$ cat src/core/plldl_pkg.sv
// shared constants and carrier types for the clock divider and loop control
`default_nettype none
package plldl_pkg;
    localparam int unsigned RATIO_W    = 8;   // prescale ratio width, 1..255
    localparam int unsigned GAIN_W     = 11;  // gain field width
    localparam int unsigned COUNT_W    = 6;   // settle count width
    localparam int unsigned OFF_DELAY  = 2;   // slow ticks until real shutdown
    localparam logic [7:0]  RATIO_RST  = 8'h00;  // ratio after reset
    localparam logic [10:0] GAIN_RST   = 11'h000; // gain after reset
    localparam logic [5:0]  COUNT_RST  = 6'h00;  // settle count after reset
    localparam logic [10:0] CEIL_RST   = 11'h7FF; // ceiling after reset
    localparam logic [1:0]  OFF_CNT_RST = 2'h0;  // shutdown tick count reset

    // one loop configuration word
    typedef struct packed {
        logic [RATIO_W-1:0] prescale_ratio_a;   // input divide ratio
        logic [GAIN_W-1:0]  freq_gain_field_a;  // multiply minus one
        logic [COUNT_W-1:0] settle_cycle_count_a; // slow ticks to settle
    } plldl_cfg_s;

    // settle state
    typedef enum logic [1:0] {
        PLLDL_IDLE,    // nothing running
        PLLDL_SETTLE,  // counter decrementing
        PLLDL_LOCKED   // loop settled
    } plldl_settle_e;
endpackage
`default_nettype wire

$ cat src/core/plldl_ctrl.sv
// prescale divider, loop enable, settle counter and gain clamp
//
// Notes on behaviour
// RQ1: divider divides source by 1 to 255
// RQ2: zero ratio holds divider and loop low
// RQ3: reset clears ratio, loop input stays low
// RQ4: output factor is (gain plus one)/ratio
// RQ5: zero gain or ratio disables the loop
// RQ6: shutdown lands two slow ticks after write
// RQ7: nonzero gain and ratio re-enable the loop
// RQ8: enable or parameter change clears settled flag
// RQ9: count loads then decrements per slow tick
// RQ10: count reaching zero sets settled flag
// RQ11: software gives enough settle ticks
// RQ12: applied gain clamped to gain ceiling
// RQ13: no oscillator changes while loop drives master
// RQ14: software follows the oscillator change sequence
// RQ15: write during settling restarts the count
// RQ16: writes act on the settle logic per slow tick
`default_nettype none
module plldl_ctrl (
    // clock, reset, freeze
    input  wire logic                  CLK,
    input  wire logic                  RST_N,
    input  wire logic                  CE,
    // timing references, sampled on CLK
    input  wire logic                  SLOW_CLOCK,
    input  wire logic                  SRC_CLOCK,
    // configuration writes
    input  wire logic                  CFG_WR,
    input  wire plldl_pkg::plldl_cfg_s CFG,
    input  wire logic                  CEIL_WR,
    input  wire logic [10:0]           GAIN_CEILING,
    // status and loop view
    output var  logic                  DIV_OUT,
    output var  logic                  LOOP_CLK_OUT,
    output var  logic                  LOOP_ON,
    output var  logic                  LOOP_SETTLED,
    output var  logic [10:0]           APPLIED_GAIN,
    output var  logic [7:0]            FACTOR_DEN
);
    // configuration state
    plldl_pkg::plldl_cfg_s cfg_ff,  nxt_cfg;    // programmed word
    logic [10:0]           ceil_ff, nxt_ceil;   // gain ceiling
    logic                  pend_ff, nxt_pend;   // write awaiting a slow tick
    // slow clock sampling
    logic                  slow_s1_ff, slow_s2_ff, slow_s3_ff;
    logic                  tick;                // one cycle per slow rise
    // loop enable and settle state
    logic                  on_ff, nxt_on;
    logic [1:0]            off_cnt_ff, nxt_off_cnt;
    logic [5:0]            cnt_ff, nxt_cnt;
    plldl_pkg::plldl_settle_e st_ff, nxt_st;
    logic                  want_on;             // both fields nonzero
    // divider state
    logic                  src_q_ff;
    logic [7:0]            div_cnt_ff, nxt_div_cnt;
    logic                  nxt_div_out, nxt_loop_clk;
    logic [10:0]           nxt_gain;
    logic                  any_wr;
    logic                  nxt_settled;         // settled flag, next cycle

    // slow clock synchroniser; the second and third stages feed the edge detect
    always_ff @(posedge CLK)
    begin
        if (!RST_N)
        begin
            slow_s1_ff <= 1'b0;
            slow_s2_ff <= 1'b0;
            slow_s3_ff <= 1'b0;
        end
        else if (CE)
        begin
            slow_s1_ff <= SLOW_CLOCK;
            slow_s2_ff <= slow_s1_ff;
            slow_s3_ff <= slow_s2_ff;
        end
    end
    assign tick   = slow_s2_ff & ~slow_s3_ff;
    assign any_wr = CFG_WR | CEIL_WR;
    assign want_on = (cfg_ff.prescale_ratio_a != 8'h00) &&
                     (cfg_ff.freq_gain_field_a != 11'h000); // [RQ5] [RQ7]

    // next configuration and loop control
    always_comb
    begin
        nxt_cfg     = cfg_ff;
        nxt_ceil    = ceil_ff;
        nxt_pend    = pend_ff;
        nxt_on      = on_ff;
        nxt_off_cnt = off_cnt_ff;
        nxt_cnt     = cnt_ff;
        nxt_st      = st_ff;
        if (tick)
        begin
            // enable follows at once, disable waits out the delay
            if (want_on)
            begin
                nxt_on      = 1'b1; // [RQ7]
                nxt_off_cnt = plldl_pkg::OFF_CNT_RST;
            end
            else if (on_ff)
            begin
                nxt_off_cnt = off_cnt_ff + 2'h1;
                if (nxt_off_cnt == 2'(plldl_pkg::OFF_DELAY))
                    nxt_on = 1'b0; // [RQ6]
            end
            // pending write is picked up only on a slow tick
            if (pend_ff)
            begin
                nxt_pend = 1'b0; // [RQ16]
                if (!want_on)
                    nxt_st = plldl_pkg::PLLDL_IDLE;
                else if (cfg_ff.settle_cycle_count_a == 6'h00)
                    nxt_st = plldl_pkg::PLLDL_LOCKED; // [RQ10]
                else
                begin
                    nxt_cnt = cfg_ff.settle_cycle_count_a; // [RQ9] [RQ15]
                    nxt_st  = plldl_pkg::PLLDL_SETTLE;
                end
            end
            else if (st_ff == plldl_pkg::PLLDL_SETTLE)
            begin
                nxt_cnt = cnt_ff - 6'h01; // [RQ9]
                if (cnt_ff == 6'h01)
                    nxt_st = plldl_pkg::PLLDL_LOCKED; // [RQ10]
            end
        end
        // a write wins over a tick that retires the old one
        if (CFG_WR)
            nxt_cfg = CFG;
        if (CEIL_WR)
            nxt_ceil = GAIN_CEILING;
        if (any_wr)
        begin
            nxt_pend = 1'b1;
            nxt_st   = plldl_pkg::PLLDL_IDLE; // [RQ8] [RQ15]
        end
    end

    // divider and outputs; the loop output is a gated stand-in
    always_comb
    begin
        nxt_div_cnt = div_cnt_ff;
        if (SRC_CLOCK && !src_q_ff)
        begin
            if (div_cnt_ff + 8'h01 >= cfg_ff.prescale_ratio_a)
                nxt_div_cnt = 8'h00; // [RQ1]
            else
                nxt_div_cnt = div_cnt_ff + 8'h01;
        end
        if (cfg_ff.prescale_ratio_a == 8'h00)
            nxt_div_out = 1'b0; // [RQ2]
        else if (cfg_ff.prescale_ratio_a == 8'h01)
            nxt_div_out = SRC_CLOCK;
        else
            nxt_div_out = div_cnt_ff < (cfg_ff.prescale_ratio_a >> 1); // [RQ1]
        nxt_loop_clk = on_ff & DIV_OUT; // [RQ2]
        // a write in this cycle keeps the flag low at once
        nxt_settled  = (st_ff == plldl_pkg::PLLDL_LOCKED) // [RQ10]
                       && !any_wr; // [RQ8]
        // clamp so an oversized gain never reaches the loop
        if (cfg_ff.freq_gain_field_a > ceil_ff)
            nxt_gain = ceil_ff; // [RQ12]
        else
            nxt_gain = cfg_ff.freq_gain_field_a; // [RQ4]
    end

    // state registers
    always_ff @(posedge CLK)
    begin
        if (!RST_N)
        begin
            cfg_ff       <= '{plldl_pkg::RATIO_RST, plldl_pkg::GAIN_RST,
                              plldl_pkg::COUNT_RST}; // [RQ3]
            ceil_ff      <= plldl_pkg::CEIL_RST;
            pend_ff      <= 1'b0;
            on_ff        <= 1'b0;
            off_cnt_ff   <= plldl_pkg::OFF_CNT_RST;
            cnt_ff       <= plldl_pkg::COUNT_RST;
            st_ff        <= plldl_pkg::PLLDL_IDLE;
            src_q_ff     <= 1'b0;
            div_cnt_ff   <= 8'h00;
            DIV_OUT      <= 1'b0;
            LOOP_CLK_OUT <= 1'b0;
            LOOP_ON      <= 1'b0;
            LOOP_SETTLED <= 1'b0;
            APPLIED_GAIN <= 11'h000;
            FACTOR_DEN   <= 8'h00;
        end
        else if (CE)
        begin
            cfg_ff       <= nxt_cfg;
            ceil_ff      <= nxt_ceil;
            pend_ff      <= nxt_pend;
            on_ff        <= nxt_on;
            off_cnt_ff   <= nxt_off_cnt;
            cnt_ff       <= nxt_cnt;
            st_ff        <= nxt_st;
            src_q_ff     <= SRC_CLOCK;
            div_cnt_ff   <= nxt_div_cnt;
            DIV_OUT      <= nxt_div_out;
            LOOP_CLK_OUT <= nxt_loop_clk;
            LOOP_ON      <= on_ff;
            LOOP_SETTLED <= nxt_settled;
            APPLIED_GAIN <= nxt_gain;
            FACTOR_DEN   <= cfg_ff.prescale_ratio_a;
        end
    end

    // checks on the above
    a_zero_ratio_low: assert property ( // [RQ2]
        @(posedge CLK) disable iff (!RST_N || !CE)
        $past(cfg_ff.prescale_ratio_a) == 8'h00 |-> !DIV_OUT)
        else $error("divider output high with zero ratio");
    a_loop_off_low: assert property ( // [RQ2]
        @(posedge CLK) disable iff (!RST_N || !CE)
        !$past(on_ff) |-> !LOOP_CLK_OUT)
        else $error("loop output high while loop off");
    a_reset_ratio: assert property ( // [RQ3]
        @(posedge CLK) disable iff (!RST_N)
        $past(!RST_N) |-> cfg_ff.prescale_ratio_a == 8'h00)
        else $error("ratio not cleared by reset");
    a_write_clears: assert property ( // [RQ8]
        @(posedge CLK) disable iff (!RST_N || !CE)
        any_wr |=> !LOOP_SETTLED)
        else $error("settled flag survived a write");
    a_count_expiry: assert property ( // [RQ10]
        @(posedge CLK) disable iff (!RST_N || !CE)
        tick && !pend_ff && !any_wr && st_ff == plldl_pkg::PLLDL_SETTLE
        && cnt_ff == 6'h01 |=> ##1 LOOP_SETTLED)
        else $error("settled flag late after count expiry");
    a_gain_clamp: assert property ( // [RQ12]
        @(posedge CLK) disable iff (!RST_N || !CE)
        APPLIED_GAIN <= $past(ceil_ff))
        else $error("applied gain above ceiling");
    a_off_delay: assert property ( // [RQ6]
        @(posedge CLK) disable iff (!RST_N || !CE)
        $fell(on_ff) |-> $past(tick) && $past(off_cnt_ff) == 2'h1)
        else $error("loop shut down at wrong slow tick");
    a_reenable: assert property ( // [RQ7]
        @(posedge CLK) disable iff (!RST_N || !CE)
        tick && want_on |=> on_ff)
        else $error("loop not enabled with nonzero fields");
    a_restart_load: assert property ( // [RQ9] [RQ15]
        @(posedge CLK) disable iff (!RST_N || !CE)
        tick && pend_ff && !any_wr && want_on
        && cfg_ff.settle_cycle_count_a != 6'h00
        |=> cnt_ff == $past(cfg_ff.settle_cycle_count_a))
        else $error("settle count not reloaded");
endmodule
`default_nettype wire

$ cat config.mk
export PLATFORM = sky130hd
export DESIGN_NAME = plldl_ctrl
export DESIGN_NICKNAME = d
export VERILOG_FILES = /design/src/core/plldl_pkg.sv /design/src/core/plldl_ctrl.sv
export SDC_FILE = /design/constraint.sdc
export NUM_CORES = 1
export LEC_CHECK = 0
export ABC_AREA = 1
export BUFFER_PORTS_ARGS = -buffer_cell sky130_fd_sc_hd__buf_2
export CAP_MARGIN = 20
export CORE_MARGIN = 2
export CORE_UTILIZATION = 25
export CTS_CLUSTER_DIAMETER = 80
export DETAILED_ROUTE_END_ITERATION = 16
export HOLD_SLACK_MARGIN = 0.02
export PLACE_DENSITY = 0.5
export SLEW_MARGIN = 40
export SYNTH_ARGS = -nofsm -noshare
export SYNTH_HDL_FRONTEND = slang
export SYNTH_SLANG_ARGS = --single-unit
$ cat constraint.sdc
create_clock -name CLK -period 2.1 [get_ports CLK]
set_input_delay 0.21 -clock CLK [delete_from_list [all_inputs] [get_ports CLK]]
set_output_delay 0.21 -clock CLK [all_outputs]
set_load 0.01 [all_outputs]
==> flow_metrics.py <==
metrics = {
    "clocking": {
        "clkSinkCount": 83,
        "tritoncts": "built",
        "cts_buffers": 9,
        "clk_latency_ps": 350,
        "path_clk_slew_ps": 70,
        "clock_path_buffers": 2,
        "cts_htree_levels": 3,
        "root_buffer": "clkbuf_16",
    },
    "yosys": {
        "async_flop_share_pct": 0,
        "yosysTopAreaCell": "dfxtp_1",
        "yosysWarnings": 0,
        "synth.top_cell.area_share_pct": 39.5,
        "synth_area_sq_um": 4200,
        "synth_edf_count": 0,
        "netlist_instances": 585,
        "synth_nets": 657,
        "synth-main-ff-cell": "dfxtp_1",
        "yosysMostFrequentCell": "nand2_1",
        "synthTopCellsByArea": "dfxtp_1 (40%), nand2_1 (9.8%), a21oi_1 (8.9%), ha_1 (8.6%), inv_1 (6.1%)",
        "ys_ff_latch": 83,
        "ys_types": 28,
        "synth.avg_cell_area_sq_um": 7.18,
        "synth_common_cells": "nand2_1 (110), dfxtp_1 (83), a21oi_1 (75)",
        "ys_seq_area_share_pct": 39.5,
    },
    "final_layout": {
        "final_layout_size_suffix_gt1_share_pct": 20.2,
        "area_delta_synth_final_pct": 25.3,
        "n_fill_cell": 1804,
        "finalInstanceArea_sq_um": 5270,
        "num_antenna_cells": 0,
        "final_util_pct": 31.9,
        "nNetsFinal": 729,
    },
    "run": {
        "cap_violations": 0,
    },
    "sta": {
        "finClkSkew_ps": 8.01,
        "setup_viol": 0,
        "min_period_ps": 2030,
        "worst_pin_slew_ps": 791,
        "rsz0062_at_grt": "true",
        "fin_crit_sh_pct": 96.5,
        "slew_headroom_pct": 47.2,
        "fmax_ghz": 0.493,
        "holdWs_ps": 86.7,
        "hold_viol": 0,
        "slew_violations": 0,
    },
    "floorplan": {
        "core_area_sq_um": 16500,
        "initial_core_util_pct": 25.4,
        "boundaryPins": 66,
        "die_h_um": 134,
        "rows": 47,
        "dieArea_sq_um": 17900,
        "die_w_um": 134,
    },
    "outcome": {
        "outcome": "finished, final reports clean",
    },
    "global_routing": {
        "grt_pass1_wl_mm": 19.1,
        "overflow": 0,
        "track_usage_pct": 13.4,
        "grt_max_degree": 41,
        "grt_antenna_before_repair": 0,
        "grt_pass1_vias": 3768,
    },
    "setup_path": {
        "worstPathArrival_ps": 2260,
        "start_kind": "flop",
        "reg2regPathDepth": 12,
        "worstPathRequired_ps": 2330,
        "worstSetupEndpointType": "flop",
        "worstPathMaxFanout": 5,
        "rrSetupSlack_ps": 70,
        "rr_endpoint": "div_cnt_ff[2]",
        "worstSetupPathType": "reg -> reg",
        "reg2reg_from": "div_cnt_ff[0]",
    },
    "detailed_routing": {
        "detail_route.wl_per_cell_um": 12.9,
        "antenna_left": 0,
        "vias": 3866,
        "initialDrtViolationCount": 190,
        "first_pass_iters": 4,
        "wirelength_mm": 11.4,
        "routed_via_density": 4.38,
        "drc_errors": 0,
    },
    "pwr": {
        "power.total_mw": 3.99,
        "p_per_area_nw_per_um2": 758,
        "p_leak_nw": 2.50,
        "peakVddDrop_mv": 0.376,
    },
    "min_path": {
        "holdCritStartpoint": "GAIN_CEILING[5]",
        "holdPathEnd": "ceil_ff[5]",
        "hold_class": "in -> reg",
        "worstHoldPathCells": 3,
    },
    "placement": {
        "place_area_sq_um": 4860,
        "gp_congestion": 0.823,
        "io_buffer_count": 65,
        "detailed_place_hpwl_mm": 8.31,
    },
}
[stage by stage]
step           TNS [ps]  setup slack [ps]  cells
5_1_grt            -979              -134    882
3_5_place_dp      -40.2             -40.2    863
3_3_place_gp      -5.84             -5.84    863
2_1_floorplan         0              30.4    585
6_report              0              73.5    882
4_1_cts               0              10.3    879
[placed cells by master (no fill, tap or decap), drive strengths merged]
master,count
nand2,113
buf,89
dfxtp,83
inv,78
a21oi,75
o21ai,50
nor2,46
nand3,44
ha,29
o211ai,12
clkbuf,11
nand4,10
xor2,8
nor3,6
clkinv,2
nand3b,1
o21a,1
nor4,1
mux2i,1
a22oi,1
bufinv,1
[registers in the layout, summed over array words and instances, names as in the netlist, 2 cells and up]
register	count
cfg_ff	25
off_cnt_ff	2
div_cnt_ff	8
FACTOR_DEN	8
cnt_ff	6
ceil_ff	11
st_ff	2
APPLIED_GAIN	11
[layer usage]
metal	routed length (um)	vias to the layer above	track usage, %
met3	344	13	2.55
li1	-	2072	-
met2	5010	58	21.1
met5	0	-	0
met4	165	0	5.14
met1	5890	1723	18.2
[area by class of cell]
class                      instances  area, sq um  share of cell area (%)
clock buffer                      11          233                    4.42
inverter                          76          285                    5.42
clock inverter                     5         61.3                    1.16
timing repair buffer              89          534                    10.1
sequential                        83         1660                    31.6
multi-input combinational        398         2210                    42.0
tap                              220          275                    5.23
[worst max-delay path by stage]
stage | start | endpoint | slack, ps | cells past startpoint
floorplan | div_cnt_ff[1] | div_cnt_ff[6] | 30 | 13
global placement | div_cnt_ff[1] | div_cnt_ff[0] | -6 | 13
detailed placement | div_cnt_ff[0] | div_cnt_ff[0] | -40 | 13
CTS | div_cnt_ff[1] | div_cnt_ff[2] | 10 | 12
global route | div_cnt_ff[0] | div_cnt_ff[6] | -130 | 13
finish | div_cnt_ff[0] | div_cnt_ff[2] | 70 | 12
[report_power, final]
part / switching (mW) / leakage (nW) / total (mW) / internal (mW)
combinational: 0.394 / 1.67 / 0.652 / 0.257
clock: 0.687 / 0.144 / 1.62 / 0.932
sequential: 0.0572 / 0.683 / 1.72 / 1.67
[repair_timing]
item,in CTS,in global routing
gates resized for setup,3,16
pin swaps,2,17
cloned,0,0
hold buffers,0,0
endpoints found under the setup margin,2,8
setup buffers,0,3
[kinds of logic (layout without fill, tap and decap cells)]
group | count (synthesis) | count (layout) | synth area share [%]
buffers and inverters | 104 | 181 | 9.89
AO/OA/AOI/OAI | 139 | 139 | 17.4
AND/OR/NAND/NOR | 221 | 221 | 22.6
XOR/XNOR | 8 | 8 | 1.67
adder cells (fa/ha/maj) | 29 | 29 | 8.64
multiplexers | 1 | 1 | 0.238
flip-flops | 83 | 83 | 39.5
[worst max-delay path, cell delays in order (launching register included)]
cell and delay (ps):
dfxtp_2 360, ha_4 140, nand3_2 80, nand3b_1 180, xor2_1 180, inv_1 70, ha_1 280, nand2_2 70
nor2_4 90, nand4_1 130, buf_4 180, nand4_1 90, a21oi_2 60
No activity file was read; power rests on OpenSTA's default activity.
